[config.mk]
export PLATFORM = sky130hd
export DESIGN_NAME = serial_port
export DESIGN_NICKNAME = d
export VERILOG_FILES = /design/src/serial_port.v /design/src/pin_sync.v /design/src/timer2_baud.v
export VERILOG_INCLUDE_DIRS = /design/src /design/src/src
export SDC_FILE = /design/constraint.sdc
export NUM_CORES = 1
export LEC_CHECK = 0
export ABC_AREA = 0
export ABC_CLOCK_PERIOD_IN_PS = 4500
export BUFFER_PORTS_ARGS = -buffer_cell sky130_fd_sc_hd__buf_2
export CAP_MARGIN = 20
export CORE_ASPECT_RATIO = 0.8
export CORE_MARGIN = 8
export CORE_UTILIZATION = 40
export DETAILED_ROUTE_END_ITERATION = 6
export PLACE_DENSITY = 0.57
export SLEW_MARGIN = 15
export SYNTH_ARGS = -nofsm -noshare
export SYNTH_HDL_FRONTEND = slang
export SYNTH_SLANG_ARGS = --single-unit
[constraint.sdc]
create_clock -name ref_clk -period 4.5 [get_ports ref_clk]
set_input_delay 0.9 -clock ref_clk [delete_from_list [all_inputs] [get_ports ref_clk]]
set_output_delay 0.9 -clock ref_clk [all_outputs]
set_load 0.1 [all_outputs]
[src/serial_port_defines.vh]
// constants for the serial port with shift and 10-bit frame modes
// assumes ref_clk is the oscillator: 12 clocks to one machine cycle
`ifndef SERIAL_PORT_DEFINES_VH
`define SERIAL_PORT_DEFINES_VH

// ----------------------------------------------------------------
// machine cycle slots: index = 2 * (state - 1) + (phase - 1)
// ----------------------------------------------------------------
`define PH_LAST      4'hb
`define PH_S1P1      4'h0
`define PH_S3P1      4'h4
`define PH_S5P2      4'h9
`define PH_S6P2      4'hb

// ----------------------------------------------------------------
// modes, patterns and counter states
// ----------------------------------------------------------------
`define MODE_SHIFT   2'h0
`define MODE_UART8   2'h1
`define RX0_LOAD     9'h1fe
`define RX1_LOAD     9'h1ff
`define TX_MARK_LEFT 8'h01
`define DIV_LAST     4'hf
`define SMP_A        4'h7
`define SMP_B        4'h8
`define SMP_C        4'h9
`define T2_TOP       16'hffff

`endif

[src/serial_port.v]
// serial port: mode 0 shift register and mode 1 ten-bit frames
// assumes ref_clk is the oscillator and control bits come from
// software registers clocked on ref_clk; pins are asynchronous
`timescale 1ns/10ps
`default_nettype none

`include "serial_port_defines.vh"

module serial_port (
  input  wire       ref_clk,
  input  wire       rst,
  input  wire       port_two_sel,
  input  wire       rx_baud_from_timer2_sel,
  input  wire       tx_baud_from_timer2_sel,
  input  wire       port2_rx_baud_sel,
  input  wire       port2_tx_baud_sel,
  input  wire       timer1_tick16,
  input  wire       timer2_run,
  input  wire       timer2_counter_select,
  input  wire       timer2_ext_enable,
  input  wire       timer2_ext_pin,
  input  wire       timer2_count_pin,
  input  wire       timer2_wr_high,
  input  wire       timer2_wr_low,
  input  wire       timer2_wr_rld_high,
  input  wire       timer2_wr_rld_low,
  input  wire [7:0] timer2_wr_data,
  input  wire       timer2_ovf_clr,
  input  wire       timer2_ext_clr,
  input  wire [1:0] serial_mode,
  input  wire       rx_enable,
  input  wire       multiproc_filter_bit,
  input  wire       buf_wr,
  input  wire [7:0] buf_wr_data,
  input  wire       tx_flag_clr,
  input  wire       rx_flag_clr,
  input  wire       rxd_in,
  output reg        rxd_out_r,
  output reg        rxd_oe_r,
  output reg        txd_out_r,
  output reg  [7:0] serial_buffer_r,
  output reg        rx_ninth_bit_r,
  output reg        tx_done_flag_r,
  output reg        rx_done_flag_r,
  output wire [7:0] timer2_high_byte,
  output wire [7:0] timer2_low_byte,
  output wire [7:0] timer2_reload_high,
  output wire [7:0] timer2_reload_low,
  output wire       timer2_overflow_flag,
  output wire       timer2_ext_flag
);

  // ----------------------------------------------------------------
  // state encodings
  // ----------------------------------------------------------------
  localparam [3:0] TX_IDLE = 4'h1;
  localparam [3:0] TX_ARM  = 4'h2;
  localparam [3:0] TX_GO   = 4'h4;
  localparam [3:0] TX_SEND = 4'h8;
  localparam [3:0] RX_IDLE = 4'h1;
  localparam [3:0] RX_LOAD = 4'h2;
  localparam [3:0] RX_RECV = 4'h4;
  localparam [3:0] RX_DONE = 4'h8;

  // ----------------------------------------------------------------
  // declarations
  // ----------------------------------------------------------------
  reg  [3:0] ph_r;
  reg  [3:0] tx_st_r;
  reg  [3:0] rx_st_r;
  reg  [8:0] tsr_r;
  reg  [8:0] rsr_r;
  reg  [3:0] tdiv_r;
  reg  [3:0] rdiv_r;
  reg        tx_data_r;
  reg        tx_last_r;
  reg        rx_first_r;
  reg        smp_a_r;
  reg        smp_b_r;
  reg        rx_prev_r;
  reg        ext_prev_r;
  reg        cnt_prev_r;
  reg        tx_set;
  reg        rx_set;
  wire [2:0] pins_s;
  wire       rxd_s;
  wire       ext_s;
  wire       cnt_s;
  wire       mode0;
  wire       mode1;
  wire       ph_s1p1;
  wire       ph_s6p2;
  wire       state_tick;
  wire       mc_tick;
  wire       sclk;
  wire       rx_t2;
  wire       tx_t2;
  wire       t2_baud;
  wire       t2_ovf;
  wire       rx_tick;
  wire       tx_tick;
  wire       tx_roll;
  wire       vote;
  wire [8:0] rsr_sh0;
  wire [8:0] rsr_sh1;
  wire       rx_edge;
  wire       rx_keep;

  // ----------------------------------------------------------------
  // bit order helper
  // ----------------------------------------------------------------

  // data shifts in lsb first at the right end, so flip it for the buffer
  function [7:0] flip8;
    input [7:0] v;
    integer i;
    begin
      for (i = 0; i < 8; i = i + 1) begin
        flip8[i] = v[7 - i];
      end
    end
  endfunction

  // ----------------------------------------------------------------
  // pins, machine cycle timing
  // ----------------------------------------------------------------

  // receive, timer 2 external and count pins
  pin_sync #(
    .W (3)
  ) u_sync (
    .ref_clk    (ref_clk),
    .rst        (rst),
    .pin_in     ({timer2_count_pin, timer2_ext_pin, rxd_in}),
    .pin_sync_r (pins_s)
  );

  assign rxd_s = pins_s[0];
  assign ext_s = pins_s[1];
  assign cnt_s = pins_s[2];

  // twelve oscillator phases to the machine cycle
  always @(posedge ref_clk or posedge rst) begin
    if (rst) begin
      ph_r <= `PH_S1P1;
    end else if (ph_r == `PH_LAST) begin
      ph_r <= `PH_S1P1;
    end else begin
      ph_r <= ph_r + 4'h1;
    end
  end

  assign ph_s1p1    = (ph_r == `PH_S1P1);
  assign ph_s6p2    = (ph_r == `PH_S6P2);
  assign state_tick = ph_r[0];             // every P2
  assign mc_tick    = ph_s6p2;
  assign mode0      = (serial_mode == `MODE_SHIFT);
  assign mode1      = (serial_mode == `MODE_UART8);

  // shift clock low from S3P1 through S5P2
  assign sclk = ~((ph_r >= `PH_S3P1) &&
                  (ph_r <= `PH_S5P2));

  // ----------------------------------------------------------------
  // baud source selection and timer 2
  // ----------------------------------------------------------------

  // each port takes its select bits from its own register
  assign rx_t2 = port_two_sel ? port2_rx_baud_sel
                              : rx_baud_from_timer2_sel;
  assign tx_t2 = port_two_sel ? port2_tx_baud_sel
                              : tx_baud_from_timer2_sel;
  assign t2_baud = rx_baud_from_timer2_sel | tx_baud_from_timer2_sel |
                   port2_rx_baud_sel | port2_tx_baud_sel;

  // timer 2 overflow pulses or timer1_tick16, per select bit, are the 16x tick of each direction
  assign rx_tick = rx_t2 ? t2_ovf : timer1_tick16;
  assign tx_tick = tx_t2 ? t2_ovf : timer1_tick16;

  // falling edges of the timer 2 pins
  always @(posedge ref_clk or posedge rst) begin
    if (rst) begin
      ext_prev_r <= 1'b1;
      cnt_prev_r <= 1'b1;
    end else begin
      ext_prev_r <= ext_s;
      cnt_prev_r <= cnt_s;
    end
  end

  timer2_baud u_t2 (
    .ref_clk        (ref_clk),
    .rst            (rst),
    .state_tick     (state_tick),
    .mc_tick        (mc_tick),
    .count_edge     (cnt_prev_r & ~cnt_s),
    .ext_fall       (ext_prev_r & ~ext_s),
    .baud_mode      (t2_baud),
    .run            (timer2_run),
    .counter_select (timer2_counter_select),
    .ext_enable     (timer2_ext_enable),
    .wr_high        (timer2_wr_high),
    .wr_low         (timer2_wr_low),
    .wr_rld_high    (timer2_wr_rld_high),
    .wr_rld_low     (timer2_wr_rld_low),
    .wr_data        (timer2_wr_data),
    .clr_ovf_flag   (timer2_ovf_clr),
    .clr_ext_flag   (timer2_ext_clr),
    .timer_high_r   (timer2_high_byte),
    .timer_low_r    (timer2_low_byte),
    .reload_high_r  (timer2_reload_high),
    .reload_low_r   (timer2_reload_low),
    .ovf_pulse_r    (t2_ovf),
    .ovf_flag_r     (timer2_overflow_flag),
    .ext_flag_r     (timer2_ext_flag)
  );

  // ----------------------------------------------------------------
  // transmit
  // ----------------------------------------------------------------

  // divide-by-16 of the transmit tick
  always @(posedge ref_clk or posedge rst) begin
    if (rst) begin
      tdiv_r <= 4'h0;
    end else if (tx_tick) begin
      tdiv_r <= tdiv_r + 4'h1;
    end
  end

  assign tx_roll = tx_tick & (tdiv_r == `DIV_LAST);

  // transmit sequencer for both modes
  always @(posedge ref_clk or posedge rst) begin
    if (rst) begin
      tx_st_r   <= TX_IDLE;
      tsr_r     <= 9'h000;
      tx_data_r <= 1'b0;
      tx_last_r <= 1'b0;
      tx_set    <= 1'b0;
    end else begin
      tx_set <= 1'b0;
      if (buf_wr) begin
        tsr_r     <= {1'b1, buf_wr_data};
        tx_st_r   <= TX_ARM;
        tx_data_r <= 1'b0;
        tx_last_r <= 1'b0;
      end else begin
        case (tx_st_r)
          TX_IDLE: begin
            tx_data_r <= 1'b0;
          end
          TX_ARM: begin
            // mode 0 waits for S6P2, mode 1 a rollover
            if ((mode0 & ph_s6p2) | (mode1 & tx_roll)) begin
              tx_st_r <= TX_GO;
            end
          end
          TX_GO: begin
            if (ph_s1p1) begin
              tx_st_r <= TX_SEND;
            end
          end
          TX_SEND: begin
            if (mode0) begin
              if (ph_s1p1 & tx_last_r) begin
                tx_st_r <= TX_IDLE;
                tx_set  <= 1'b1;
              end else if (ph_s6p2 & ~tx_last_r) begin
                tsr_r <= {1'b0, tsr_r[8:1]};
                if (tsr_r[8:1] == `TX_MARK_LEFT) begin
                  tx_last_r <= 1'b1;
                end
              end
            end else if (tx_roll) begin
              if (~tx_data_r) begin
                tx_data_r <= 1'b1;
              end else begin
                tsr_r <= {1'b0, tsr_r[8:1]};
                if (tsr_r[8:1] == `TX_MARK_LEFT) begin
                  tx_st_r   <= TX_IDLE;
                  tx_data_r <= 1'b0;
                  tx_set    <= 1'b1;
                end
              end
            end
          end
          default: begin
            tx_st_r <= TX_IDLE;
          end
        endcase
      end
    end
  end

  // ----------------------------------------------------------------
  // receive
  // ----------------------------------------------------------------

  assign vote    = (smp_a_r & smp_b_r) | (smp_a_r & rxd_s) |
                   (smp_b_r & rxd_s);
  assign rsr_sh0 = {rsr_r[7:0], smp_a_r};
  assign rsr_sh1 = {rsr_r[7:0], vote};
  assign rx_edge = rx_tick & rx_prev_r & ~rxd_s;
  assign rx_keep = ~rx_done_flag_r &
                   (~multiproc_filter_bit | vote);

  // receive sequencer for both modes
  always @(posedge ref_clk or posedge rst) begin
    if (rst) begin
      rx_st_r         <= RX_IDLE;
      rsr_r           <= 9'h1ff;
      rdiv_r          <= 4'h0;
      rx_first_r      <= 1'b0;
      smp_a_r         <= 1'b1;
      smp_b_r         <= 1'b1;
      rx_prev_r       <= 1'b1;
      rx_set          <= 1'b0;
      serial_buffer_r <= 8'h00;
      rx_ninth_bit_r  <= 1'b0;
    end else begin
      rx_set <= 1'b0;
      if (rx_tick) begin
        rx_prev_r <= rxd_s; // pin looked at 16 times a bit
      end
      case (rx_st_r)
        RX_IDLE: begin
          if (mode0 & rx_enable & ~rx_done_flag_r & ph_s1p1) begin
            rx_st_r <= RX_LOAD;
          end else if (mode1 & rx_enable & rx_edge) begin
            rx_st_r    <= RX_RECV;
            rdiv_r     <= 4'h0;
            rsr_r      <= `RX1_LOAD;
            rx_first_r <= 1'b1;
          end
        end
        RX_LOAD: begin
          if (ph_s6p2) begin
            rsr_r   <= `RX0_LOAD;
            rx_st_r <= RX_RECV;
          end
        end
        RX_RECV: begin
          if (mode0) begin
            if (ph_r == `PH_S5P2) begin
              smp_a_r <= rxd_s;
            end
            if (ph_s6p2) begin
              rsr_r <= rsr_sh0;
              if (~rsr_sh0[8]) begin
                serial_buffer_r <= flip8(rsr_sh0[7:0]);
                rx_st_r         <= RX_DONE;
              end
            end
          end else if (rx_tick) begin
            rdiv_r <= rdiv_r + 4'h1;
            if (rdiv_r == `SMP_A) begin
              smp_a_r <= rxd_s;
            end
            if (rdiv_r == `SMP_B) begin
              smp_b_r <= rxd_s;
            end
            if (rdiv_r == `SMP_C) begin
              rx_first_r <= 1'b0;
              if (rx_first_r & vote) begin
                rx_st_r <= RX_IDLE;
              end else begin
                rsr_r <= rsr_sh1;
                if (~rsr_r[8]) begin
                  rx_st_r <= RX_IDLE;
                  if (rx_keep) begin
                    serial_buffer_r <= flip8(rsr_sh1[8:1]);
                    rx_ninth_bit_r  <= vote;
                    rx_set          <= 1'b1;
                  end
                end
              end
            end
          end
        end
        RX_DONE: begin
          if (ph_s1p1) begin
            rx_st_r <= RX_IDLE;
            rx_set  <= 1'b1;
          end
        end
        default: begin
          rx_st_r <= RX_IDLE;
        end
      endcase
    end
  end

  // ----------------------------------------------------------------
  // flags and pins
  // ----------------------------------------------------------------

  // hardware sets, software clears, set wins
  always @(posedge ref_clk or posedge rst) begin
    if (rst) begin
      tx_done_flag_r <= 1'b0;
      rx_done_flag_r <= 1'b0;
    end else begin
      tx_done_flag_r <= tx_set | (tx_done_flag_r & ~tx_flag_clr);
      rx_done_flag_r <= rx_set | (rx_done_flag_r & ~rx_flag_clr);
    end
  end

  // mode 0 data on rxd and clock on txd, mode 1 frame on txd
  always @(posedge ref_clk or posedge rst) begin
    if (rst) begin
      rxd_out_r <= 1'b1;
      rxd_oe_r  <= 1'b0;
      txd_out_r <= 1'b1;
    end else begin
      rxd_out_r <= tsr_r[0];
      rxd_oe_r  <= mode0 & (tx_st_r == TX_SEND);
      if (mode0) begin
        txd_out_r <= ((tx_st_r == TX_SEND) | (rx_st_r == RX_RECV)) ?
                     sclk : 1'b1;
      end else if (tx_st_r == TX_SEND) begin
        txd_out_r <= tx_data_r & tsr_r[0];
      end else begin
        txd_out_r <= 1'b1;
      end
    end
  end

endmodule

`default_nettype wire

[src/pin_sync.v]
// two-flop synchroniser for a group of pin inputs
// assumes the pins are asynchronous to ref_clk
`timescale 1ns/10ps
`default_nettype none

module pin_sync #(
  parameter W = 1
) (
  input  wire         ref_clk,
  input  wire         rst,
  input  wire [W-1:0] pin_in,
  output reg  [W-1:0] pin_sync_r
);

  reg [W-1:0] meta_r;

  // first stage is read only by the second
  always @(posedge ref_clk or posedge rst) begin
    if (rst) begin
      meta_r     <= {W{1'b1}};
      pin_sync_r <= {W{1'b1}};
    end else begin
      meta_r     <= pin_in;
      pin_sync_r <= meta_r;
    end
  end

endmodule

`default_nettype wire

[src/timer2_baud.v]
// timer 2 with auto-reload and baud generator mode
// assumes state_tick, mc_tick and pin edges come from ref_clk logic
`timescale 1ns/10ps
`default_nettype none

`include "serial_port_defines.vh"

module timer2_baud (
  input  wire       ref_clk,
  input  wire       rst,
  input  wire       state_tick,
  input  wire       mc_tick,
  input  wire       count_edge,
  input  wire       ext_fall,
  input  wire       baud_mode,
  input  wire       run,
  input  wire       counter_select,
  input  wire       ext_enable,
  input  wire       wr_high,
  input  wire       wr_low,
  input  wire       wr_rld_high,
  input  wire       wr_rld_low,
  input  wire [7:0] wr_data,
  input  wire       clr_ovf_flag,
  input  wire       clr_ext_flag,
  output reg  [7:0] timer_high_r,
  output reg  [7:0] timer_low_r,
  output reg  [7:0] reload_high_r,
  output reg  [7:0] reload_low_r,
  output reg        ovf_pulse_r,
  output reg        ovf_flag_r,
  output reg        ext_flag_r
);

  wire        cnt_src;
  wire        inc;
  wire        ovf;
  wire        ext_ev;
  wire        ext_rld;
  wire [15:0] cnt_inc;

  // counter select counts count pin falls, else baud mode counts state times, else machine cycles
  assign cnt_src = counter_select ? count_edge :
                   (baud_mode ? state_tick : mc_tick);
  assign inc     = run & cnt_src;
  assign cnt_inc = {timer_high_r, timer_low_r} + 16'h0001;
  assign ovf     = inc & ({timer_high_r, timer_low_r} == `T2_TOP);
  assign ext_ev  = ext_enable & ext_fall;
  assign ext_rld = ext_ev & ~baud_mode;

  // counter, reload on overflow, software writes win
  always @(posedge ref_clk or posedge rst) begin
    if (rst) begin
      timer_high_r  <= 8'h00;
      timer_low_r   <= 8'h00;
      reload_high_r <= 8'h00;
      reload_low_r  <= 8'h00;
      ovf_pulse_r   <= 1'b0;
    end else begin
      ovf_pulse_r <= ovf;
      if (ovf | ext_rld) begin
        timer_high_r <= reload_high_r;
        timer_low_r  <= reload_low_r;
      end else if (inc) begin
        timer_high_r <= cnt_inc[15:8];
        timer_low_r  <= cnt_inc[7:0];
      end
      if (wr_high) timer_high_r <= wr_data;
      if (wr_low) timer_low_r <= wr_data;
      if (wr_rld_high) reload_high_r <= wr_data;
      if (wr_rld_low) reload_low_r <= wr_data;
    end
  end

  // sticky flags, a set wins over a clear
  always @(posedge ref_clk or posedge rst) begin
    if (rst) begin
      ovf_flag_r <= 1'b0;
      ext_flag_r <= 1'b0;
    end else begin
      ovf_flag_r <= (ovf & ~baud_mode) |
                    (ovf_flag_r & ~clr_ovf_flag);
      ext_flag_r <= ext_ev | (ext_flag_r & ~clr_ext_flag);
    end
  end

endmodule

`default_nettype wire

==> results.cfg, run 1 <==
[timing]
maxSlewViolCount = 0
fin_crit_sh_pct = 65.6
grt_setup_unrepaired = no
setup_tns_ps = 0
fmax_mhz = 339
setup_ws_ps = 1550
fin_crit_ps = 2950
fin_skew_ps = 8.11
slew_headroom_pct = 35.0
setup_viol = 0
worstMarginPinSlew_ps = 971
hold_viol_final = 0

[layout]
register_area_um2 = 2610
fin_util_pct = 47.2
final_cell_mix = buf_2 (90), dfrtp_1 (79), nand2_1 (73), nor2_1 (40), mux2i_1 (33)
final_nets = 665
num_antenna_cells = 0
layout_commonest_cell = buf_2
area_growth_pct = 16.9
drive_gt1_share_pct = 28.2
nFillCells = 1278
multi_input_comb_area_um2 = 2620

[clock_tree]
cts.sinks = 103
ctsHoldBuffers = 0
tritoncts = done
clock_tree.root_cell = clkbuf_16
cts_setup_buffers = 0
clockBufferDepth = 2
clock_latency_ps = 350
postCtsResizedCells = 0
htree_levels = 3
cts_buffers = 9
clk_pin_slew_ps = 60

[yosys]
yosys.area.top_type = dfrtp_1
syn_avg_cell_area_um2 = 10.2
synth_edf_count = 0
synthSimpleGateAreaFrac_pct = 17.3
async_reset_ff_share_pct = 100
synth_top_cell_area_share_pct = 36.5
synth_compound_area_share_pct = 13.9
synth_top_family_by_area = simple AND/OR/NAND/NOR gates
ys_ff_latch = 103
synthAdderAreaFrac_pct = 2.27
syn_inst = 530
yosys_warnings = 0
synth_area_um2 = 5410
ys_seq_area_share_pct = 48.2
synth_nets = 582
yosysUniqueCellTypes = 68
ys.flop_type = dfrtp_1
yosys-top-cells-area = dfrtp_1 (37%), dfstp_2 (12%), mux2i_1 (6.1%), mux2_2 (6.0%), nand2_1 (5.1%)
synthMuxAreaShare_pct = 12.1
synth_xor_area_share_pct = 2.91

[die]
die_area_um2 = 17500
die_h_um = 120
die_w_um = 146
row_count = 38
start_util_pct = 40.4
coreArea_um2 = 13400
ios = 91

[pwr]
p_per_area_nw_per_um2 = 436
p_leak_nw = 2.85
ir_drop_v = 0.000233

[critical_path]
end_kind = register
worstPathMaxFanout = 17
reg2reg_depth = 6
cpMostUsedCell = nor2_1
arrival_ps = 3140
slowest_delay_ps = 880
critPathLaunchType = primary input
crit_cells = 5
crit_path_top_delay_cell = a311oi_2
crit_type = primary input to register
r2r_slack_ps = 1630
critPathBufInv = 1
cp_top_family = compound AO/OA/AOI/OAI gates
cp_data_required_time_ps = 4690
path_cells = buf_2, nor2_1, nor2_1, a311oi_2, o21ai_0

[placed_design]
gp_congestion = 0.862
place_ws_ps = 1160
hpwl_um = 10200
portBuffers = 90

[detailed_routing]
drt_first_pass_iters = 5
wl_um = 13600
postRouteAntennaNets = 0
viasPerCell = 5.39
routedWlPerCell_um = 17.0
dr.max_layer_used = met4
drt-met1-wl_um = 6330
drc_errors = 0
wl_met3_um = 850
dr_wl_met2_um = 6240
vias = 4298
drtIter0Drc = 285

[global_routing]
grt_max_degree = 47
grt_pass1_vias = 4427
grt_pass1_wl_um = 22800
grt_overflow_total = 0
antenna_found_initial = 0
grt_util_all_layers_pct = 16.1

[hold_path]
hold-path-cell-count = 0
worstHoldPathType = register to register

[run_status]
status = complete, no violations

[flow_run]
max_cap_violations = 0
==> sequential cells by signal, indices dropped and copies added, names as in the netlist, 3 cells and up <==
signal / flops
rsr_r: 9
tsr_r: 9
serial_buffer_r: 8
u_t2.reload_high_r: 8
u_t2.reload_low_r: 8
u_t2.timer_high_r: 8
u_t2.timer_low_r: 8
ph_r: 4
rdiv_r: 4
rx_st_r: 4
tdiv_r: 4
tx_st_r: 4
u_sync.meta_r: 3
u_sync.pin_sync_r: 3
==> worst paths after layout <==
kind                                     start              endpoint
hold / removal                u_sync.meta_r[1]  u_sync.pin_sync_r[1]
hold reg to reg               u_sync.meta_r[1]  u_sync.pin_sync_r[1]
setup reg to reg           u_t2.timer_low_r[0]   u_t2.timer_low_r[7]
setup / recovery                serial_mode[0]              tsr_r[1]
min in group asynchronous                  rst  u_t2.reload_low_r[4]
max in group asynchronous                  rst             tx_data_r
==> layer usage <==
metal  global-route usage [%]  up-vias
met1                     21.0     2094
met2                     25.3      123
met4                     5.01        0
met3                     4.89       13
li1                         -     2068
met5                        0        -
==> metrics by stage <==
stage               cells  total power, mW  area (um^2)  hold WS [ps]
detailed placement    782             1.98         6020           349
global placement      782             1.96         6020           346
floorplan             530             1.80         5410           345
global route          798             2.91         6330           360
finish                798             2.76         6330           355
CTS                   798             2.79         6330           357
==> report_power, final <==
part / switching [mW] / internal (mW)
combinational: 0.540 / 0.253
clock: 0.337 / 0.461
sequential: 0.122 / 1.04
total: 0.999 / 1.76
==> cell usage after synthesis, drive strengths merged (4+ instances only) <==
cell type,n
nor2,40
nand4,11
ha,9
a31oi,5
nand2b,7
nand2,73
buf,7
o21ai,33
nor3,6
xor2,7
nand3b,4
dfrtp,79
nor4,7
xnor2,11
mux2i,33
o21a,4
nand3,9
a21oi,23
clkbuf,14
inv,25
o221ai,6
mux2,29
dfstp,24
==> logic make-up after synthesis <==
kind of cell,count (synthesis)
compound gates,107
fa+ha+maj,10
flops,103
mux,62
xor+xnor,18
buf+inv,46
simple gates,184
==> cell type report <==
class / count / share of cell area, %
multi-input cells: 381 / 41.4
well taps: 180 / 3.56
flip-flops and latches: 103 / 41.2
clock buffers: 13 / 4.11
inverters: 25 / 1.52
repair buffers: 93 / 7.47
clock inverters: 3 / 0.672
(Power assumes the default switching activity.)
==> run 2, diff against run 1 <==
--- a/config.mk
+++ b/config.mk
@@ -7,14 +7,14 @@
 export NUM_CORES = 1
 export LEC_CHECK = 0
 export ABC_AREA = 0
-export ABC_CLOCK_PERIOD_IN_PS = 4500
+export ABC_CLOCK_PERIOD_IN_PS = 2400
 export BUFFER_PORTS_ARGS = -buffer_cell sky130_fd_sc_hd__buf_2
 export CAP_MARGIN = 20
 export CORE_ASPECT_RATIO = 0.8
 export CORE_MARGIN = 8
 export CORE_UTILIZATION = 40
 export DETAILED_ROUTE_END_ITERATION = 6
-export PLACE_DENSITY = 0.57
+export PLACE_DENSITY = 0.59
 export SLEW_MARGIN = 15
 export SYNTH_ARGS = -nofsm -noshare
 export SYNTH_HDL_FRONTEND = slang
==> constraint.sdc (replaced) <==
create_clock -name ref_clk -period 2.4 [get_ports ref_clk]
set_input_delay 0.48 -clock ref_clk [delete_from_list [all_inputs] [get_ports ref_clk]]
set_output_delay 0.48 -clock ref_clk [all_outputs]
set_load 0.1 [all_outputs]
==> run 2 against run 1 <==
Net effect:
- count of clock-buffer cells in the layout fell by 1
- critical endpoint is now rdiv_r[3]
- clock skew rose by 0.85 ps
- combinational power rose by 110%
- sequential share of layout area fell by 2.1 points
- global-route usage rose by 0.19 points
- die area did not move
- largest power group unchanged
- cell count rose by 5.5%
- register-to-register slack got worse by 1600 ps
- largest cell class unchanged
- design area rose by 6.3%
- total power rose by 95%
==> results.cfg, run 2 (synthesized netlist as in run 1, its figures left out) <==
[layout]
top_regs = rsr_r x9, tsr_r x9
area_growth_pct = 24.3
register_area_um2 = 2630
final_cell_mix = buf_2 (90), nand2_1 (73), dfrtp_1 (63), buf_4 (46), nor2_1 (40)
final_nets = 709
fin_util_pct = 50.2
nFillCells = 1266
num_antenna_cells = 0
layout_commonest_cell = buf_2
drive_gt1_share_pct = 35.8
multi_input_comb_area_um2 = 2640

[die]
start_util_pct = 40.4
coreArea_um2 = 13400
die_h_um = 120
row_count = 38
die_area_um2 = 17500
die_w_um = 146
ios = 91

[timing]
grt_setup_unrepaired = no
maxSlewViolCount = 0
whs_ps = 227
hold_viol_final = 0
fmax_mhz = 430
fin_crit_ps = 2320
setup_viol = 0
worstMarginPinSlew_ps = 659
slew_headroom_pct = 54.9
fin_skew_ps = 8.95
fin_crit_sh_pct = 96.8

[critical_path]
cp_data_required_time_ps = 2640
worstPathMaxFanout = 5
crit_end = rdiv_r[3]
arrival_ps = 2560
crit_cells = 6
critPathBufInv = 0
end_kind = register
cp-startpoint = rx_st_r[0]
reg2reg_depth = 6
cp_top_family = simple AND/OR/NAND/NOR gates
crit_path_top_delay_cell = or4b_1
reg2reg_from = rx_st_r[0]
rr_endpoint = rdiv_r[3]
path_cells = or4b_1, nor4_1, o21a_1, nand4_1, xor2_1, nor2_1
r2r_slack_ps = 80
critPathLaunchType = register
crit_type = register to register
slowest_delay_ps = 600

[detailed_routing]
postRouteAntennaNets = 0
drc_errors = 0
vias = 4456
drtIter0Drc = 376
drt_first_pass_iters = 5
routedWlPerCell_um = 16.6
viasPerCell = 5.29
wl_um = 14000

[clock_tree]
tritoncts = done
htree_levels = 3
cts_buffers = 9
clock_tree.root_cell = clkbuf_16
clk_pin_slew_ps = 70
clockBufferDepth = 2
postCtsResizedCells = 0
cts.sinks = 103
clock_latency_ps = 350

[pwr]
p_per_area_nw_per_um2 = 800
p_leak_nw = 3.06
power.total_mw = 5.38
ir_drop_v = 0.000377

[flow_run]
max_cap_violations = 0

[placed_design]
gp_congestion = 0.900
portBuffers = 90
hpwl_um = 10700

[hold_path]
hold-path-cell-count = 1
worstHoldPathType = primary input to register

[global_routing]
grt_pass1_wl_um = 23300
grt_util_all_layers_pct = 16.3
antenna_found_initial = 0
grt_pass1_vias = 4562
grt_max_degree = 72
grt_overflow_total = 0

[run_status]
status = complete, no violations
run 2: cell types whose count changed in the layout (fill, tap and decap cells not counted), sizes merged:
cell,change
clkbuf,-1
bufinv,+1
clkinv,+1
inv,-1
buf,+44
run 2: worst min path at each step:
stage,slack [ps],endpoint,from
after floorplan,350,u_sync.pin_sync_r[0],u_sync.meta_r[0]
after global placement,350,u_sync.pin_sync_r[1],u_sync.meta_r[1]
after detailed placement,350,u_sync.pin_sync_r[2],u_sync.meta_r[2]
after CTS,210,u_sync.meta_r[2],timer2_count_pin
after global routing,210,u_sync.meta_r[1],timer2_ext_pin
final,230,u_sync.meta_r[2],timer2_count_pin
run 2: cell type report:
cell class	instances	area share, %
clock inverters	4	1.04
repair buffers	137	12.1
flip-flops and latches	103	39.1
inverters	25	1.45
multi-input cells	381	39.3
well taps	180	3.35
clock buffers	12	3.66
run 2: through the flow:
step	setup slack, ps	area [um^2]	setup TNS (ps)	instances
floorplan	-107	5460	-306	530
global placement	-150	6400	-493	825
detailed placement	-151	6400	-1200	825
CTS	103	6730	0	842
global route	2.10	6730	0	842
finish	76.5	6730	0	842
run 2: what timing repair did:
action,CTS,global route
buffers inserted,1,0
hold buffers,0,0
setup endpoints to repair,4,0
hold endpoints to repair,0,0
run 2: metal layers:
layer / share of wire, % / vias to the layer above / global-route usage (%)
met3: 6.6 / 15 / 4.59
met2: 46 / 149 / 25.3
met4: 1.3 / 0 / 5.59
met1: 47 / 2136 / 21.5
met5: 0 / - / 0
li1: - / 2156 / -
run 2: power by group:
group | switching (mW) | internal [mW]
logic | 1.06 | 0.589
clock network | 0.615 | 0.939
registers | 0.214 | 1.97
total | 1.89 | 3.49
